--- config.mk ---
export PLATFORM = sky130hd
export DESIGN_NAME = pdq_top
export DESIGN_NICKNAME = d
export VERILOG_FILES = /design/src/logic/pdq_pkg.sv /design/src/logic/pdq_qual.sv /design/src/logic/pdq_top.sv
export SDC_FILE = /design/constraint.sdc
export NUM_CORES = 1
export LEC_CHECK = 0
export BUFFER_PORTS_ARGS = -buffer_cell sky130_fd_sc_hd__buf_2
export CORE_MARGIN = 2
export CORE_UTILIZATION = 57
export DETAILED_ROUTE_END_ITERATION = 10
export PLACE_DENSITY = 0.8
export SYNTH_ARGS = -nofsm -noshare
export SYNTH_HDL_FRONTEND = slang
export SYNTH_SLANG_ARGS = --single-unit
export TNS_END_PERCENT = 30
--- constraint.sdc ---
create_clock -name CLK -period 3.9 [get_ports CLK]
set_input_delay 0.195 -clock CLK [delete_from_list [all_inputs] [get_ports CLK]]
set_output_delay 0.195 -clock CLK [all_outputs]
set_load 0.01 [all_outputs]
--- src/logic/pdq_pkg.sv ---
package pdq_pkg;

    // APB register offsets (byte addresses)
    localparam logic [7:0] PDQ_CTRL_OFS   = 8'h00;
    localparam logic [7:0] PDQ_STAT_OFS   = 8'h04;
    localparam logic [7:0] PDQ_MR3_OFS    = 8'h08;
    localparam logic [7:0] PDQ_MRS_OFS    = 8'h0c;
    localparam logic [7:0] PDQ_TIME_OFS   = 8'h10;

    // Mode register field positions
    localparam int MR3_PDA_BIT      = 4;
    localparam int MR1_NOM_LSB      = 8;
    localparam int MR1_NOM_MSB      = 10;
    localparam int MR5_PARK_LSB     = 6;
    localparam int MR5_PARK_MSB     = 8;
    localparam int MR5_PL_LSB       = 0;
    localparam int MR5_PL_MSB       = 2;

    // Reset values
    localparam logic [17:0] MR_RESET = 18'h00000;
    localparam logic [7:0]  AL_RESET = 8'h00;
    localparam logic [7:0]  CWL_RESET = 8'h09;

    // Parity latency encodings to clocks
    localparam logic [3:0] PL_OFF  = 4'h0;
    localparam logic [3:0] PL_ENC1 = 4'h4;
    localparam logic [3:0] PL_ENC2 = 4'h5;
    localparam logic [3:0] PL_ENC3 = 4'h6;
    localparam logic [3:0] PL_ENC4 = 4'h8;

    // Capture waits in DQS beats: every strobe edge counts; the first edge of either direction is beat 1, the next is beat 2
    localparam logic [3:0] BEAT_FIRST_FALL = 4'h1;
    localparam logic [3:0] BEAT_BC4 = 4'h4;
    localparam logic [3:0] BEAT_BL8 = 4'h8;

    typedef enum logic [1:0] {
        PDQ_IDLE = 2'b00,
        PDQ_WAIT = 2'b01,
        PDQ_CAPT = 2'b10,
        PDQ_DONE = 2'b11
    } pdq_state_e;

    // A mode register set command as seen on the command bus
    typedef struct packed {
        logic        valid;
        logic [2:0]  mr;
        logic [17:0] data;
        logic        chop;
    } pdq_cmd_s;

    typedef struct packed {
        logic       dqs;
        logic       dq0;
    } pdq_link_s;

    function automatic logic [3:0] pl_clocks(input logic [2:0] enc);
        case (enc)
            3'h1:    return PL_ENC1;
            3'h2:    return PL_ENC2;
            3'h3:    return PL_ENC3;
            3'h4:    return PL_ENC4;
            default: return PL_OFF;
        endcase
    endfunction : pl_clocks

endpackage : pdq_pkg

--- src/logic/pdq_qual.sv ---
`timescale 1ns/100ps
// Watches the synchronised strobe and takes DQ0 on its first edge, rising or falling.
module pdq_qual
    import pdq_pkg::*;
(
    input  wire logic clk,
    input  wire logic rst,
    input  wire logic start,
    input  wire logic chop,
    input  wire logic dqs,
    input  wire logic dq0,
    output logic      done,
    output logic      level
);
    logic [3:0] beat_q, beat_d;
    logic       busy_q, busy_d;
    logic       lvl_q, lvl_d;
    logic       done_q, done_d;
    logic       dqs_q;

    always_comb begin
        beat_d = beat_q;
        busy_d = busy_q;
        lvl_d  = lvl_q;
        done_d = 1'b0;
        if (start) begin
            busy_d = 1'b1;
            beat_d = 4'h0;
        end else if (busy_q && (dqs != dqs_q)) begin
            beat_d = beat_q + 4'h1;
            if (beat_q + 4'h1 == BEAT_FIRST_FALL) begin
                lvl_d = dq0;
            end
            if (beat_q + 4'h1 == (chop ? BEAT_BC4 : BEAT_BL8)) begin
                busy_d = 1'b0;
                done_d = 1'b1;
            end
        end
    end

    always_ff @(posedge clk or posedge rst) begin
        if (rst) begin
            beat_q <= 4'h0;
            busy_q <= 1'b0;
            lvl_q  <= 1'b1;
            done_q <= 1'b0;
            dqs_q  <= 1'b0;
        end else begin
            beat_q <= beat_d;
            busy_q <= busy_d;
            lvl_q  <= lvl_d;
            done_q <= done_d;
            dqs_q  <= dqs;
        end
    end

    assign done  = done_q;
    assign level = lvl_q;

    capture_edge_a: assert property (@(posedge clk) disable iff (rst)
        busy_q && beat_q == 4'h0 && dqs != dqs_q |=> lvl_q == $past(dq0))
        else $error("qualifier not taken on first strobe edge");
endmodule : pdq_qual

--- src/logic/pdq_top.sv ---
`timescale 1ns/100ps
// Summary of operation
// - The qualifier on DQ0 is sampled on the first strobe edge of the burst, rising or falling.
// - Both chop-4 and length-8 bursts, fixed or on the fly, are accepted.
// - Park and nominal termination may stay enabled across entry.
// - The mode starts when MR3 bit 4 is written to 1; it resets to 0.
// - In the mode a register set executes only if DQ0 was low, else is dropped.
// - DQ0 passes a two-flop synchroniser and is sampled on CLK when the synchronised strobe toggles.
// - Clearing MR3 bit 4 with DQ0 low leaves the mode on every device.
// - No dynamic termination switching on the qualifying transfers.
// - With nominal termination on, termination follows the ODT pin.
// - PL is 0 with parity off or encodings 5 to 7, else 4, 5, 6 or 8 clocks.
module pdq_top
    import pdq_pkg::*;
#(
    parameter int SET_DELAY = 24
)(
    input  wire logic        CLK,
    input  wire logic        RST,
    input  wire logic        PSEL,
    input  wire logic        PENABLE,
    input  wire logic        PWRITE,
    input  wire logic [7:0]  PADDR,
    input  wire logic [31:0] PWDATA,
    output logic      [31:0] PRDATA,
    output logic             PREADY,
    output logic             PSLVERR,
    input  wire logic        MRS_VALID,
    input  wire logic [2:0]  MRS_REG,
    input  wire logic [17:0] MRS_DATA,
    input  wire logic        MRS_CHOP,
    input  wire logic        DQS,
    input  wire logic        DQ0,
    input  wire logic        ODT,
    output logic             MODE_ON,
    output logic             TERM_EN,
    output logic             DYN_TERM_EN
);
    initial begin
        if (SET_DELAY < 1 || SET_DELAY > 255) begin
            $error("SET_DELAY out of range");
        end
    end

    // Two-flop synchronisers for pins
    logic [1:0] dqs_s, dq0_s, odt_s;
    always_ff @(posedge CLK or posedge RST) begin
        if (RST) begin
            dqs_s <= 2'b00;
            dq0_s <= 2'b11;
            odt_s <= 2'b00;
        end else begin
            dqs_s <= {dqs_s[0], DQS};
            dq0_s <= {dq0_s[0], DQ0};
            odt_s <= {odt_s[0], ODT};
        end
    end

    logic [17:0] mr_q [0:7];
    logic [17:0] mr_d [0:7];
    pdq_cmd_s    cmd_q, cmd_d;
    pdq_state_e  st_q, st_d;
    logic [31:0] prdata_q, prdata_d;
    logic        pready_q, pready_d;
    logic        perr_q, perr_d;
    logic        exec_q, exec_d;
    logic        drop_q, drop_d;
    logic [7:0]  al_q, al_d;
    logic [7:0]  cwl_q, cwl_d;
    logic [9:0]  gap_q, gap_d;
    logic        gap_viol_q, gap_viol_d;
    logic        term_q, term_d;
    logic [7:0]  ndrop_q, ndrop_d;
    logic        q_start;
    logic        q_done;
    logic        q_level;

    pdq_qual u_qual (
        .clk   (CLK),
        .rst   (RST),
        .start (q_start),
        .chop  (cmd_q.chop),
        .dqs   (dqs_s[1]),
        .dq0   (dq0_s[1]),
        .done  (q_done),
        .level (q_level)
    );

    wire logic pda_on = mr_q[3][MR3_PDA_BIT];
    wire logic apb_wr = PSEL && PENABLE && PWRITE && !pready_q;
    wire logic apb_rd = PSEL && PENABLE && !PWRITE && !pready_q;

    // Command gap in clocks: AL + CWL + burst length / 2 (2 or 4) + SET_DELAY + PL
    function automatic logic [9:0] min_gap(input logic [7:0] al, input logic [7:0] cwl,
                                           input logic chop, input logic [2:0] pl_enc);
        logic [9:0] bl_half;
        bl_half = chop ? 10'h002 : 10'h004;
        return {2'b00, al} + {2'b00, cwl} + bl_half + 10'(SET_DELAY)
               + {6'h00, pl_clocks(pl_enc)};
    endfunction : min_gap

    assign q_start = (st_q == PDQ_IDLE) && MRS_VALID && pda_on;

    always_comb begin
        for (int i = 0; i < 8; i++) begin
            mr_d[i] = mr_q[i];
        end
        cmd_d      = cmd_q;
        st_d       = st_q;
        exec_d     = 1'b0;
        drop_d     = 1'b0;
        gap_d      = (gap_q != 10'h000) ? gap_q - 10'h001 : gap_q;
        gap_viol_d = gap_viol_q;
        ndrop_d    = ndrop_q;
        case (st_q)
            PDQ_IDLE: begin
                if (MRS_VALID) begin
                    if (pda_on && gap_q != 10'h000) begin
                        gap_viol_d = 1'b1;
                    end
                    if (pda_on) begin
                        cmd_d = '{valid: 1'b1, mr: MRS_REG, data: MRS_DATA, chop: MRS_CHOP};
                        st_d  = PDQ_WAIT;
                        gap_d = min_gap(al_q, cwl_q, MRS_CHOP, mr_q[5][MR5_PL_MSB:MR5_PL_LSB]);
                    end else begin
                        mr_d[MRS_REG] = MRS_DATA;
                        exec_d = 1'b1;
                    end
                end
            end
            PDQ_WAIT: begin
                if (q_done) begin
                    st_d = PDQ_DONE;
                end
            end
            PDQ_DONE: begin
                // execute on low, drop on high
                if (!q_level) begin
                    mr_d[cmd_q.mr] = cmd_q.data;
                    exec_d = 1'b1;
                end else begin
                    drop_d  = 1'b1;
                    ndrop_d = ndrop_q + 8'h01;
                end
                cmd_d.valid = 1'b0;
                st_d = PDQ_IDLE;
            end
            default: st_d = PDQ_IDLE;
        endcase
        if (apb_wr && PADDR == PDQ_STAT_OFS) begin
            gap_viol_d = 1'b0;
            ndrop_d    = 8'h00;
        end
    end

    always_comb begin
        al_d     = al_q;
        cwl_d    = cwl_q;
        prdata_d = prdata_q;
        pready_d = 1'b0;
        perr_d   = 1'b0;
        if (apb_wr || apb_rd) begin
            pready_d = 1'b1;
            prdata_d = 32'h00000000;
            if (PADDR == PDQ_CTRL_OFS) begin
                if (apb_wr) begin
                    al_d  = PWDATA[7:0];
                    cwl_d = PWDATA[15:8];
                end
                prdata_d = {16'h0000, cwl_q, al_q};
            end else if (PADDR == PDQ_STAT_OFS) begin
                prdata_d = {14'h0000, ndrop_q, 5'h00, gap_viol_q, st_q, term_q, pda_on};
            end else if (PADDR == PDQ_MR3_OFS) begin
                prdata_d = {14'h0000, mr_q[3]};
            end else if (PADDR == PDQ_MRS_OFS) begin
                prdata_d = {12'h000, cmd_q.valid, cmd_q.mr, cmd_q.data[15:0]};
            end else if (PADDR == PDQ_TIME_OFS) begin
                prdata_d = {22'h000000, gap_q};
            end else begin
                perr_d = 1'b1;
            end
        end
    end

    // park and nominal may stay enabled
    always_comb begin
        term_d = (mr_q[1][MR1_NOM_MSB:MR1_NOM_LSB] != 3'h0) ? odt_s[1]
               : (mr_q[5][MR5_PARK_MSB:MR5_PARK_LSB] != 3'h0);
    end

    always_ff @(posedge CLK or posedge RST) begin
        if (RST) begin
            for (int i = 0; i < 8; i++) begin
                mr_q[i] <= MR_RESET;
            end
            cmd_q      <= '0;
            st_q       <= PDQ_IDLE;
            prdata_q   <= 32'h00000000;
            pready_q   <= 1'b0;
            perr_q     <= 1'b0;
            exec_q     <= 1'b0;
            drop_q     <= 1'b0;
            al_q       <= AL_RESET;
            cwl_q      <= CWL_RESET;
            gap_q      <= 10'h000;
            gap_viol_q <= 1'b0;
            term_q     <= 1'b0;
            ndrop_q    <= 8'h00;
        end else begin
            for (int i = 0; i < 8; i++) begin
                mr_q[i] <= mr_d[i];
            end
            cmd_q      <= cmd_d;
            st_q       <= st_d;
            prdata_q   <= prdata_d;
            pready_q   <= pready_d;
            perr_q     <= perr_d;
            exec_q     <= exec_d;
            drop_q     <= drop_d;
            al_q       <= al_d;
            cwl_q      <= cwl_d;
            gap_q      <= gap_d;
            gap_viol_q <= gap_viol_d;
            term_q     <= term_d;
            ndrop_q    <= ndrop_d;
        end
    end

    assign PRDATA  = prdata_q;
    assign PREADY  = pready_q;
    assign PSLVERR = perr_q;
    assign MODE_ON = mr_q[3][MR3_PDA_BIT];
    assign TERM_EN = term_q;
    // dynamic termination off in the mode
    assign DYN_TERM_EN = 1'b0;

    drop_no_write_a: assert property (@(posedge CLK) disable iff (RST)
        st_q == PDQ_DONE && q_level |=> mr_q[cmd_q.mr] == $past(mr_q[cmd_q.mr]))
        else $error("dropped command changed a register");
    exec_on_low_a: assert property (@(posedge CLK) disable iff (RST)
        st_q == PDQ_DONE && !q_level |=> exec_q && !drop_q)
        else $error("qualified command not executed");
    entry_bit_a: assert property (@(posedge CLK) disable iff (RST)
        st_q == PDQ_IDLE && MRS_VALID && !pda_on && MRS_REG == 3'h3
        && MRS_DATA[MR3_PDA_BIT] |=> MODE_ON)
        else $error("mode not entered");
    exit_bit_a: assert property (@(posedge CLK) disable iff (RST)
        st_q == PDQ_DONE && !q_level && cmd_q.mr == 3'h3
        && !cmd_q.data[MR3_PDA_BIT] |=> !MODE_ON)
        else $error("mode not left");
    burst_end_a: assert property (@(posedge CLK) disable iff (RST)
        st_q == PDQ_WAIT && q_done |=> st_q == PDQ_DONE ##1 st_q == PDQ_IDLE)
        else $error("burst not completed");
    gap_load_a: assert property (@(posedge CLK) disable iff (RST)
        q_start |=> gap_q >= 10'(SET_DELAY) + 10'h002)
        else $error("command gap not loaded");
    no_dyn_term_a: assert property (@(posedge CLK) disable iff (RST)
        MODE_ON |-> !DYN_TERM_EN)
        else $error("dynamic termination in mode");
    odt_follow_a: assert property (@(posedge CLK) disable iff (RST)
        mr_q[1][MR1_NOM_MSB:MR1_NOM_LSB] != 3'h0 && $stable(mr_q[1])
        |=> TERM_EN == $past(odt_s[1]))
        else $error("termination not following pin");
    pl_value_a: assert property (@(posedge CLK) disable iff (RST)
        q_start && mr_q[5][MR5_PL_MSB:MR5_PL_LSB] == 3'h0
        |=> gap_q == {2'b00, $past(al_q)} + {2'b00, $past(cwl_q)}
                     + ($past(MRS_CHOP) ? 10'h002 : 10'h004) + 10'(SET_DELAY))
        else $error("parity latency not zero");
endmodule : pdq_top

After elaboration in Yosys (flattened, before gate mapping)
Index checks and enable logic that the tools add are counted.

Bits of input ports: 71. Word-level logic and storage cells: 156. Flip-flop bits (word level): 253.

$add $sub $neg: 7. Bitwise operators: 3. Magnitude comparators: 4. Multiplexer cells: 55. Reductions and logical operators: 38. Equal/unequal tests: 18.

Operators with widths (number): 144-bit two-way mux (3); 144-bit bitwise mux (2); 144-bit case mux with 2 select lines (1); 18-bit demux with 3-bit select (2); 20-bit two-way mux (4); 10-bit two-way mux (5); 23-bit two-way mux (2); 18-bit two-way mux (2); 4-bit two-way mux (6); 8-bit two-way mux (3); 3-bit AND reduction (7); 1-bit two-way mux (18); 8-bit by 4-bit equality test with 1-bit output, second input constant (2); 4-bit case mux with 4 select lines (1); 2-bit nonzero test (8); 1-bit logical AND (12); 10-bit by 4-bit adder with 10-bit output (1); 10-bit by 5-bit adder with 10-bit output, second input constant (1); 9-bit by 3-bit adder with 10-bit output (1); 10-bit nonzero test (1); 10-bit by 1-bit subtractor with 10-bit output, second input constant (1); 8-bit by 8-bit adder with 9-bit output (1); 8-bit by 1-bit adder with 8-bit output, second input constant (1); 8-bit by 3-bit equality test with 1-bit output, second input constant (1); other kinds (27) (39).

Depth between registers and ports, before layout
Gate-level depths: netlist (run 1).

Depth after elaboration: 9. Mapped depth: 13. Depth with buffers taken out: 13.

Hierarchy
A second synthesis (run 1) with hierarchy kept.

Cells, all modules: 683. Area total of the unflattened synthesis: 6831.6 sq um.

Modules (own cells, without submodules): pdq_top (instances 1, area an instance 6406.1 sq um, cells an instance 643); pdq_qual (instances 1, area an instance 425.4 sq um, cells an instance 40).

Worst setup path after synthesis (run 1)
Ideal clock, no wire load.

Kind: register -> register. From: register mr_q[36] (netlist name). To: register gap_q[8]. Arrival time: 2.898 ns. Library setup time: 0.077 ns. Path slack: 0.924 ns. Buffers on the path: 0. Data required time: 3.823 ns. Clock period less this slack: 2.976 ns. Cell stages (with the launch flop): 13. Path through: dfrtp_1 > or3b_2 > fa_1 > fa_1 > inv_1 > ha_1 > inv_1 > fa_1 > nor2b_1 > o31a_1 > o21a_1 > o211ai_1 > a21oi_1.

Word-level cells in the longest chain between the ends: 9.

RTL lines: from (decl) (line pdq_top.sv:59) `logic [17:0] mr_q [0:7];`; from (signal, indexed assignment) (line pdq_top.sv:211) `mr_q[i] <= mr_d[i];`; 3-bit equality test (tied with other cells) (line pdq_pkg.sv:57) `case (enc)`; 4-bit case mux with 4 select lines * (line pdq_pkg.sv:57); 4-bit two-way mux * (line pdq_top.sv:121) `if (pda_on) begin`; 4-bit two-way mux * (line pdq_top.sv:117) `if (MRS_VALID) begin`; 4-bit two-way mux * (line pdq_top.sv:115) `case (st_q)`; 10-bit by 4-bit adder with 10-bit output * (line pdq_top.sv:99) `+ {6'h00, pl_clocks(pl_enc)};`; 10-bit two-way mux * (line pdq_top.sv:121); 10-bit two-way mux * (line pdq_top.sv:117); 10-bit two-way mux * (line pdq_top.sv:115); via gap_d[8] (line pdq_top.sv:70) `logic [9:0] gap_q, gap_d;`; to (signal assigned) (line pdq_top.sv:222) `gap_q <= gap_d;`; to (decl) (line pdq_top.sv:70).

The timed path passes the listed nets; every way through them passes the cells marked *. The select of a mux whose other input is x is not followed. A chain may end at the register's enable or synchronous reset.

Worst setup path after layout (run 1)
Same ends and word-level chain as after synthesis.

==> results by group, run 1 <==
STA
  • Setup TNS: 0 ns
  • FMAX: 0.305 GHz
  • Max-slew violations: 0
  • Final worst slack: 0.623 ns
  • Final setup fails: 0
  • Period minus WS final: 3.28 ns
  • Slew HR: 0.340
  • RSZ-0062 raised after global routing: false
  • Least-Margin Pin Slew: 0.990 ns
  • Final Skew: 0.00833 ns
  • Worst hold margin: 0.0148 ns
  • Final Cycle Share: 0.840
  • Final hold vios: 0

Cells and area
  • Layout cells sized above 1: 0.226
  • N_diodes: 0
  • Final #Nets: 857
  • Area grow syn2layout: 19.7%
  • Post-route core utilization: 0.695
  • Fillers: 856
  • Reg area: 0.00311 mm2
  • Multi-input gate area: 0.00317 mm2

Clock tree
  • Clock slew at reported path FFs: 0.06 ns
  • CTS tree: done
  • CTS root buf: clkbuf_16
  • Sink Count: 124
  • Skew-Pair Late Insertion Delay: 0.43 ns
  • Num CTS Buffers: 17
  • Clock buffer depth: 2
  • H-Tree Depth: 4
  • Post-CTS Setup Inserts: 0

Detailed routing
  • WL/cell: 18.7 um
  • DRC Markers: 0
  • Number of antenna-violating nets in the routed design: 0
  • Vias per cell: 6.05
  • Routed wire length: 17,100 um
  • Routed vias: 5,530
  • Initial DRT Pass Iterations: 5
  • 1st-iter DRT viols: 463

Global route
  • GRT Residual Overflow: 0
  • Total global-route track usage: 0.290
  • Initial antenna violation count: 0
  • Largest net degree at the start of global routing: 66
  • First-pass GRT wire length: 28,100 um
  • Vias in the first global route: 5,535

Worst setup path
  • CP endpoint kind: flip-flop
  • CP Max Fanout: 5
  • Setup crit start kind: flip-flop
  • Bufs and invs on worst path: 2
  • Slowest-stage cell, CP: or3b_2
  • Top Family by Delay on Critical Path: adder cells
  • Crit-path cells: or3b_2 > fa_1 > fa_1 > inv_1 > ha_1 > inv_1 > fa_1 > nor2b_1 > o31a_1 > o211ai_1 > o211ai_1 > a21oi_1
  • Most common cell on crit path: fa_1
  • Worst stage delay on the critical path: 0.52 ns
  • CP required: 4.20 ns
  • Worst Path Arrival: 3.58 ns
  • Critical path class: reg -> reg

Logic synthesis
  • Register area share after synthesis: 0.471
  • Post-Syn Area: 0.00660 mm2
  • Syn_area_per_cell: 9.92 um2
  • Ys Warns: 0
  • Top FF cell, synth: dfrtp_1
  • Synth cell types: 64
  • Yosys reg bits: 124
  • FFs w/ async S/R, synth: 1.00
  • EDFF count, synth: 0
  • Mapped Cells: 665

Flow run
  • Max-Cap Viols: 0

Placement
  • I/O Buffers: 78
  • Final HPWL DP: 11,600 um
  • Final RePlAce weighted congestion: 0.866
  • Dpl ws: 0.660 ns

Floorplan
  • Die height: 112 um
  • Core area: 0.0114 mm2
  • Die area: 0.0125 mm2
  • Initial core utilization: 0.580
  • DIE WIDTH: 112 um
  • Row cnt: 39
  • I/O pin cnt: 108

Status
  • Status: complete, no violations

Pwr
  • Total Power: 4.34 mW
  • Peak VDD IR: 0.427 mV
  • Leakage power: 3.70 nW
  • P per Cell Area: 550 mW/mm2

Min path
  • HP Class: in -> reg
[power breakdown]
group	leakage [nW]	switching, mW	internal [mW]
Sequential	1.58	0.300	1.55
Clock	0.292	0.596	1.04
Combinational	1.82	0.474	0.379
Total	3.70	1.37	2.97
[layer usage]
| metal | GRT usage | share of wire | routed length, um |
|---|---|---|---|
| met1 | 0.362 | 0.40 | 6830 |
| met2 | 0.464 | 0.49 | 8270 |
| met3 | 0.0670 | 0.066 | 1130 |
| met4 | 0.170 | 0.049 | 829 |
| met5 | 0 | 0 | 0 |
[through the flow]
step / cells / instance area [um2]
floorplan: 677 / 6640
global placement: 856 / 7020
detailed placement: 856 / 7020
CTS: 914 / 7900
global route: 914 / 7900
finish: 914 / 7900
[worst reg2reg max path, stage by stage (launching register included)]
cell and delay, ns:
dfrtp_1 0.41, or3b_2 0.52, fa_1 0.40, fa_1 0.40, inv_1 0.07, ha_1 0.19
inv_1 0.07, fa_1 0.40, nor2b_1 0.15, o31a_1 0.21, o211ai_1 0.12, o211ai_1 0.11
a21oi_1 0.09
[final timing paths]
kind	end	start	cells after the start	slack (ns)
setup / recovery	gap_q[8]$_DFF_PP0_	mr_q[36]$_DFFE_PP0P_	12	0.62
hold / removal	cwl_q[6]$_DFFE_PP0P_	PWDATA[14]	2	0.01
setup reg to reg	gap_q[8]$_DFF_PP0_	mr_q[36]$_DFFE_PP0P_	12	0.62
hold reg to reg	dqs_s[1]$_DFF_PP0_	dqs_s[0]$_DFF_PP0_	0	0.35
max in group asynchronous	PRDATA[14]$_DFFE_PP0P_	RST	4	2.47
min in group asynchronous	dqs_s[1]$_DFF_PP0_	RST	3	0.49
[area by class of cell]
class | count | area share
multi-input combinational | 474 | 0.402
sequential | 124 | 0.394
timing repair buffer | 111 | 0.0891
clock buffer | 19 | 0.0574
tap | 143 | 0.0227
clock inverter | 13 | 0.0209
inverter | 30 | 0.0146
[layout by cell type (no fill, tap or decap), types with 4 or more instances in the layout]
master,instances
dfrtp_1,119
nand2_1,104
buf_2,78
nor2_1,39
mux2_2,38
a22oi_1,37
o21ai_0,36
inv_1,29
a21oi_1,26
dlygate4sd3_1,26
nor3_1,24
ha_1,20
clkbuf_16,17
a221o_1,16
conb_1,13
nand3_1,11
xor2_1,9
fa_1,8
or3_1,7
buf_4,7
xnor2_1,6
nand4_1,5
mux2i_1,5
o22a_1,5
dfstp_2,5
o31ai_1,4
o21ai_1,4
a211oi_1,4
clkinvlp_4,4
[state kept, by name, summed over array words and instances (netlist names)]
register	flops
gap_q	10
cwl_q	8
MODE_ON	1
al_q	8
gap_viol_q	1
u_qual.level	1
dqs_s	2
TERM_EN	1
PREADY	1
PSLVERR	1
st_q	2
odt_s	2
mr_q	26
u_qual.busy_q	1
dq0_s	2
ndrop_q	8
cmd_q	23
u_qual.done	1
u_qual.dqs_q	1
PRDATA	20
u_qual.beat_q	4
[kinds of logic after synthesis]
| group | count (synthesis) | synth area share |
|---|---|---|
| AO/OA/AOI/OAI | 149 | 0.153 |
| XOR/XNOR | 16 | 0.0224 |
| adder cells (fa/ha/maj) | 28 | 0.0622 |
| buffers and inverters | 79 | 0.0550 |
| flip-flops | 124 | 0.471 |
| multiplexers | 43 | 0.0724 |
| other | 1 | 0.000568 |
| AND/OR/NAND/NOR | 225 | 0.163 |
[Yosys cell counts (3+ instances only)]
| master | n | area [um2] |
|---|---|---|
| o211ai_1 | 3 | 22.5 |
| a21oi_1 | 26 | 130 |
| dfstp_2 | 5 | 131 |
| nor3_1 | 24 | 120 |
| o31ai_1 | 4 | 30.0 |
| ha_1 | 20 | 250 |
| clkbuf_1 | 17 | 63.8 |
| a211oi_1 | 4 | 30.0 |
| a22oi_1 | 37 | 278 |
| nand3b_1 | 3 | 22.5 |
| buf_2 | 14 | 70.1 |
| nand4_1 | 5 | 31.3 |
| fa_1 | 8 | 160 |
| o22a_1 | 5 | 43.8 |
| a221o_1 | 16 | 160 |
| or3_1 | 7 | 43.8 |
| xnor2_1 | 6 | 52.6 |
| nand2_1 | 104 | 390 |
| nor2b_1 | 3 | 18.8 |
| xor2_1 | 9 | 78.8 |
| mux2_2 | 38 | 428 |
| o21ai_1 | 4 | 20.0 |
| inv_1 | 30 | 113 |
| mux2i_1 | 5 | 50.1 |
| and2_1 | 3 | 18.8 |
| o21ai_0 | 36 | 180 |
| buf_1 | 5 | 18.8 |
| buf_4 | 13 | 97.6 |
| nand3_1 | 11 | 55.1 |
| dfrtp_1 | 119 | 2980 |
| nor2_1 | 39 | 146 |
[repair_timing]
action / in CTS / in global routing
gates resized for setup: 0 / 0
endpoints found under the hold margin: 85 / 0
hold buffers: 26 / 0
Power figures use the tool's default switching activity.
==> run 2, diff against run 1 <==
Clock period 3.9 ns to 3.1 ns, I/O delays scaled along.
==> run 2 against run 1 <==
  * Clock-buffer cell count up 6
  * Non-clock buffer count up 25
  * Combinational power up 28%
  * Via count up 1.8%
  * Final area up 3.4%
  * Global-route usage down 0.83 points
  * Worst setup slack worse by 0.50 ns
  * First-iteration DRC count down 1.3%
  * Fmax up 10%
  * Sequential power up 26%
  * Worst hold slack better by 0.014 ns
  * Largest power group unchanged
  * Highest routed layer unchanged
==> results by group, run 2 (synthesis results as in run 1) <==
Worst setup path
  • CP endpoint kind: flip-flop
  • CP Max Fanout: 3 (-2)
  • Setup crit start kind: flip-flop
  • Critical path class: reg -> reg
  • CP required: 3.44 ns (-0.76 ns)
  • Worst Path Arrival: 3.32 ns (-0.26 ns)

STA
  • Slew HR: 0.313 (-0.0270)
  • Final worst slack: 0.126 ns (-0.498 ns)
  • Final Skew: 0.0105 ns (+0.00217 ns)
  • Least-Margin Pin Slew: 1.03 ns (+0.0384 ns)
  • Final Cycle Share: 0.959 (+0.119)
  • Setup TNS: 0 ns (unchanged)
  • Period minus WS final: 2.97 ns (-0.302 ns)
  • Final hold vios: 0 (unchanged)
  • Max-slew violations: 0 (unchanged)
  • Worst hold margin: 0.0289 ns (+0.0141 ns)
  • FMAX: 0.336 GHz (+10%)
  • Final setup fails: 0 (unchanged)

Cells and area
  • Commonest cells after routing, fill and taps aside: dfrtp_1 (119), nand2_1 (104), buf_2 (77)
  • Final #Nets: 882 (+2.9%)
  • N_diodes: 0 (unchanged)
  • Fillers: 793 (-7.4%)
  • Commonest non-fill, non-tap cell in the layout: dfrtp_1
  • Multi-input gate area: 0.00319 mm2 (+0.63%)
  • Max reg flops: 26 (unchanged)
  • Layout Cells excl Fill: 939 (+2.7%)
  • Area grow syn2layout: 23.7%
  • Reg with most FFs: mr_q
  • Layout cells sized above 1: 0.237 (+0.0118)
  • Reg area: 0.00311 mm2 (unchanged)

Detailed routing
  • Vias per cell: 6.00 (-0.90%)
  • WL/cell: 18.0 um (-3.6%)
  • 1st-iter DRT viols: 457 (-1.3%)
  • Routed vias: 5,630 (+1.8%)
  • Number of antenna-violating nets in the routed design: 0 (unchanged)
  • Routed wire length: 16,900 um (-0.94%)
  • Initial DRT Pass Iterations: 6 (+1)
  • DRC Markers: 0 (unchanged)

Global route
  • First-pass GRT wire length: 27,400 um (-2.7%)
  • GRT busiest layer: met2
  • Largest net degree at the start of global routing: 47 (-29%)
  • Met2 Use GR: 0.456 (-0.00813)
  • Total global-route track usage: 0.281 (-0.00831)
  • GR Util met3: 0.0811 (+0.0142)
  • Vias in the first global route: 5,529 (-0.11%)
  • GR Util met1: 0.354 (-0.00806)
  • Initial antenna violation count: 0 (unchanged)
  • GRT Residual Overflow: 0 (unchanged)

Floorplan
  • I/O pin cnt: 108 (unchanged)
  • DIE WIDTH: 112 um (unchanged)
  • Initial core utilization: 0.580 (unchanged)
  • Core area: 0.0114 mm2 (unchanged)
  • Die height: 112 um (unchanged)
  • Row cnt: 39 (unchanged)
  • Die area: 0.0125 mm2 (unchanged)

Placement
  • Dpl ws: 0.0175 ns (-0.642 ns)
  • Final RePlAce weighted congestion: 0.920 (+6.2%)
  • I/O Buffers: 78 (unchanged)
  • DP Cell Count: 863 (+0.82%)
  • Final HPWL DP: 11,200 um (-3.2%)

Clock tree
  • Clock slew at reported path FFs: 0.05 ns (about the same)
  • Clock buffer depth: 2 (unchanged)
  • Num CTS Buffers: 17 (unchanged)
  • H-Tree Depth: 4 (unchanged)
  • Sink Count: 124 (unchanged)
  • CTS tree: done
  • CTS root buf: clkbuf_16
  • Skew-Pair Late Insertion Delay: 0.43 ns (about the same)

Pwr
  • Total Power: 5.48 mW (+26%)
  • Leakage power: 3.83 nW (+3.4%)
  • P per Cell Area: 672 mW/mm2 (+22%)
  • Peak VDD IR: 0.620 mV (+45%)

Min path
  • HP Class: in -> reg

Flow run
  • Max-Cap Viols: 0 (unchanged)

Status
  • Status: complete, no violations
[run 2: changes by cell type in the layout (fill, tap and decap cells not counted), moves of 2 or more]
cell and delta:
dlygate4sd3_1 +16, buf_4 +8, clkbuf_1 +3, clkbuf_8 +3, fa_1 -3, fa_2 +3, inv_1 -3, inv_2 +3
clkinv_4 -2, clkinvlp_4 -2, inv_6 -2
[run 2: where the power goes]
part	internal [mW]	switching (mW)	total [mW]
Combinational	0.498	0.593	1.09
Clock	1.37	0.703	2.07
Sequential	1.95	0.373	2.33
[run 2: critical path, stage by stage, from the launching register on]
cell      delay, ns
dfrtp_1        0.38
or3b_4         0.41
fa_2           0.40
fa_2           0.36
inv_2          0.05
ha_2           0.17
inv_2          0.04
fa_2           0.40
nor2b_2        0.14
o31a_1         0.19
o21a_1         0.14
o211ai_1       0.08
a21oi_1        0.13
[run 2: final cells by class]
| class | count | share of cell area |
|---|---|---|
| inverter | 30 | 0.0143 |
| tap | 143 | 0.0219 |
| sequential | 124 | 0.381 |
| clock buffer | 25 | 0.0619 |
| multi-input combinational | 474 | 0.391 |
| timing repair buffer | 136 | 0.116 |
| clock inverter | 7 | 0.0138 |
[run 2: per-stage QoR]
step	utilization	area [um2]
after floorplan	-	6650
after global placement	0.623	7080
after detailed placement	0.623	7080
after CTS	0.714	8120
after global routing	0.718	8160
final	0.718	8160
[run 2: final timing paths]
path                                      startpoint                    end  slack, ns  cells after the start
worst min register to register    odt_s[0]$_DFF_PP0_     odt_s[1]$_DFF_PP0_       0.35                      0
worst max-delay path            mr_q[36]$_DFFE_PP0P_     gap_q[8]$_DFF_PP0_       0.13                     12
worst max register to register  mr_q[36]$_DFFE_PP0P_     gap_q[8]$_DFF_PP0_       0.13                     12
max in group asynchronous                        RST   cwl_q[3]$_DFFE_PP1P_       1.82                      4
worst min-delay path                        PADDR[4]      PSLVERR$_DFF_PP0_       0.03                      3
min in group asynchronous                        RST  cmd_q[12]$_DFFE_PP0P_       0.43                      3
[run 2: routing by layer]
layer,share of wire,wire (um)
met1,0.42,7010
met2,0.49,8250
met3,0.063,1070
met4,0.033,560
met5,0,0
[run 2: what timing repair did]
action	in CTS	in global routing
hold endpoints to repair	72	0
gates resized for setup	0	12
setup buffers	0	2
hold buffers	42	0
endpoints found under the setup margin	0	4
==> run 3, diff against run 2 <==
Settings changed: ABC_AREA set to 1, CORE_UTILIZATION 57 to 59, CTS_BUF_LIST set to sky130_fd_sc_hd__clkbuf_4 sky130_fd_sc_hd__clkbuf_8, PLACE_DENSITY 0.8 to 0.82.
==> run 3 against run 2 <==
  * Non-clock buffer count down 19
  * Final cell count increased by 25%
  * Sequential share of layout area decreased by 0.37 points
  * Critical path type unchanged
==> results by group, run 3 <==
Status
  • Status: complete, no violations

Clock tree
  • Post_cts resized: 0 (unchanged)
  • Post-CTS Setup Inserts: 0 (unchanged)
  • H-Tree Depth: 4 (unchanged)
  • CTS root buf: clkbuf_8
  • Num CTS Buffers: 17 (unchanged)
  • Clock slew at reported path FFs: 0.07 ns (+0.02 ns)
  • Clock buffer depth: 2 (unchanged)
  • CTS tree: done
  • Sink Count: 124 (unchanged)
  • Skew-Pair Late Insertion Delay: 0.45 ns (+0.02 ns)

Worst setup path
  • Worst stage delay on the critical path: 0.53 ns (+0.12 ns)
  • Worst Path Arrival: 3.11 ns (-0.21 ns)
  • CP endpoint kind: flip-flop
  • Critical path class: reg -> reg
  • Slowest-stage cell, CP: fa_1
  • Most common cell on crit path: inv_1
  • Top Family by Delay on Critical Path: adder cells
  • CP Max Fanout: 3 (unchanged)
  • Crit-path cells: fa_1 > inv_1 > fa_1 > inv_1 > ha_1 > inv_1 > fa_1 > inv_1 > nand3_1 > nand2_1 > nand2_1 > a21oi_1 > a21oi_1
  • Reg-to-reg slack, setup: 0.32 ns (+0.19 ns)
  • Setup crit start kind: flip-flop
  • CP required: 3.42 ns (-0.02 ns)
  • Bufs and invs on worst path: 4 (+2)

Logic synthesis
  • Register area share after synthesis: 0.438 (-0.0328)
  • Mapped Cells: 906 (+36%)
  • FFs w/ async S/R, synth: 1.00 (unchanged)
  • Syn_area_per_cell: 7.83 um2 (-21%)
  • Ys Warns: 0 (unchanged)
  • Most frequent cell after synthesis: nand2_1
  • Top FF cell, synth: dfrtp_1
  • Post-synth top cells: nand2_1 (221), dfrtp_1 (119), inv_1 (113)
  • Share of the synthesized area in the top cell type: 0.420 (-0.0314)
  • Top cell type by total area after synthesis: dfrtp_1
  • EDFF count, synth: 0 (unchanged)
  • Yosys reg bits: 124 (unchanged)
  • Top post-synthesis cells by area: dfrtp_1 (42%), nand2_1 (12%), inv_1 (6.0%)
  • Synth cell types: 44 (-31%)
  • Post-Syn Area: 0.00709 mm2 (+7.5%)

Global route
  • First-pass GRT wire length: 28,900 um (+5.6%)
  • GRT Residual Overflow: 0 (unchanged)
  • Largest net degree at the start of global routing: 55 (+17%)
  • Vias in the first global route: 5,921 (+7.1%)
  • Total global-route track usage: 0.289 (+0.00813)
  • Initial antenna violation count: 1 (+1)

STA
  • Final hold vios: 0 (unchanged)
  • FMAX: 0.359 GHz (+6.9%)
  • Max-slew violations: 0 (unchanged)
  • Slew HR: 0.435 (+0.122)
  • Final Cycle Share: 0.898 (-0.0618)
  • Least-Margin Pin Slew: 0.846 ns (-0.183 ns)
  • RSZ-0062 raised after global routing: false
  • Period minus WS final: 2.78 ns (-0.191 ns)
  • Setup TNS: 0 ns (unchanged)
  • Final worst slack: 0.317 ns (+0.191 ns)
  • Final Skew: 0.00711 ns (-0.00339 ns)
  • Final setup fails: 0 (unchanged)

Detailed routing
  • Number of antenna-violating nets in the routed design: 0 (unchanged)
  • Initial DRT Pass Iterations: 7 (+1)
  • 1st-iter DRT viols: 656 (+44%)
  • DRC Markers: 0 (unchanged)
  • WL/cell: 15.4 um (-15%)
  • Vias per cell: 5.52 (-7.9%)
  • Routed vias: 6,463 (+15%)
  • Routed wire length: 18,000 um (+6.3%)

Floorplan
  • Die height: 114 um (+1.8%)
  • Die area: 0.0129 mm2 (+3.7%)
  • Core area: 0.0119 mm2 (+4.3%)
  • Initial core utilization: 0.598 (+0.0176)
  • DIE WIDTH: 114 um (+1.8%)
  • Row cnt: 40 (+2.6%)
  • I/O pin cnt: 108 (unchanged)

Cells and area
  • Area grow syn2layout: 16.2%
  • Layout cells sized above 1: 0.154 (-0.0838)
  • Post-route core utilization: 0.695 (-0.0230)
  • Reg with most FFs: mr_q
  • Layout Cells excl Fill: 1,170 (+25%)
  • Commonest non-fill, non-tap cell in the layout: nand2_1
  • Commonest cells after routing, fill and taps aside: nand2_1 (221), dfrtp_1 (119), inv_1 (112)
  • Max reg flops: 26 (unchanged)
  • Final #Nets: 1,108 (+26%)

Placement
  • Final HPWL DP: 12,600 um (+12%)
  • DP Cell Count: 1,104 (+28%)
  • Final RePlAce weighted congestion: 0.928 (+0.94%)
  • I/O Buffers: 78 (unchanged)
  • Dpl ws: 0.299 ns (+0.281 ns)

Pwr
  • Peak VDD IR: 0.408 mV (-34%)
  • Leakage power: 4.32 nW (+13%)
  • P per Cell Area: 415 mW/mm2 (-38%)

Min path
  • HP Class: in -> reg

Flow run
  • Max-Cap Viols: 0 (unchanged)
run 3: tightest hold or removal path, stage by stage:
cell and delay (ns):
buf_2 0.10, inv_1 0.09, o21ai_0 0.09
run 3: repair_timing:
item / CTS / global route
endpoints found under the hold margin: 64 / 0
hold buffers: 33 / 0
endpoints found under the setup margin: 0 / 0
run 3: power by group:
| group | switching, mW | total (mW) | internal [mW] |
|---|---|---|---|
| registers | 0.0115 | 1.65 | 1.64 |
| logic | 0.165 | 0.281 | 0.116 |
| clock network | 0.650 | 1.49 | 0.837 |
| total | 0.826 | 3.42 | 2.59 |
run 3: logic make-up (layout without fill, tap and decap cells):
group / count (synthesis) / after routing / share of synthesized area
simple gates: 428 / 428 / 0.268
buf+inv: 163 / 267 / 0.104
compound gates: 151 / 151 / 0.117
flops: 124 / 124 / 0.438
fa+ha+maj: 28 / 28 / 0.0579
xor+xnor: 11 / 11 / 0.0136
other cells: 1 / 14 / 0.000529
run 3: stage by stage:
stage	hold WS, ns	power, mW	cell area, um2
5_1_grt	0.0133	3.55	8240
2_1_floorplan	0.159	1.84	7140
6_report	0.0247	3.42	8240
3_3_place_gp	0.263	1.92	7500
3_5_place_dp	0.261	1.93	7500
4_1_cts	0.00234	3.43	8240
run 3: layout make-up:
| type | instances | area [um2] |
|---|---|---|
| antenna | 1 | 2.50 |
| clock buffer | 20 | 269 |
| clock inverter | 12 | 145 |
| fill | 962 | 3620 |
| inverter | 118 | 447 |
| multi-input combinational | 631 | 3300 |
| sequential | 124 | 3110 |
| tap | 147 | 184 |
| timing repair buffer | 117 | 791 |
run 3: per-layer routing:
metal  part of all wire  track usage  wire length (um)
met1               0.42        0.393              7540
met5                  0            0                 0
met4              0.025        0.106               453
met3              0.087       0.0808              1570
met2               0.47        0.449              8400
run 3: path summary, 6_finish.rpt:
kind                                     start  cells after the start               endpoint
min reg2reg                 odt_s[0]$_DFF_PP0_                      0     odt_s[1]$_DFF_PP0_
min                                MRS_DATA[9]                      3  cmd_q[10]$_DFFE_PP0P_
min in group asynchronous                  RST                      3    al_q[7]$_DFFE_PP0P_
max reg2reg                al_q[2]$_DFFE_PP0P_                     13     gap_q[6]$_DFF_PP0_
max in group asynchronous                  RST                      4   cwl_q[3]$_DFFE_PP1P_
max                        al_q[2]$_DFFE_PP0P_                     13     gap_q[6]$_DFF_PP0_
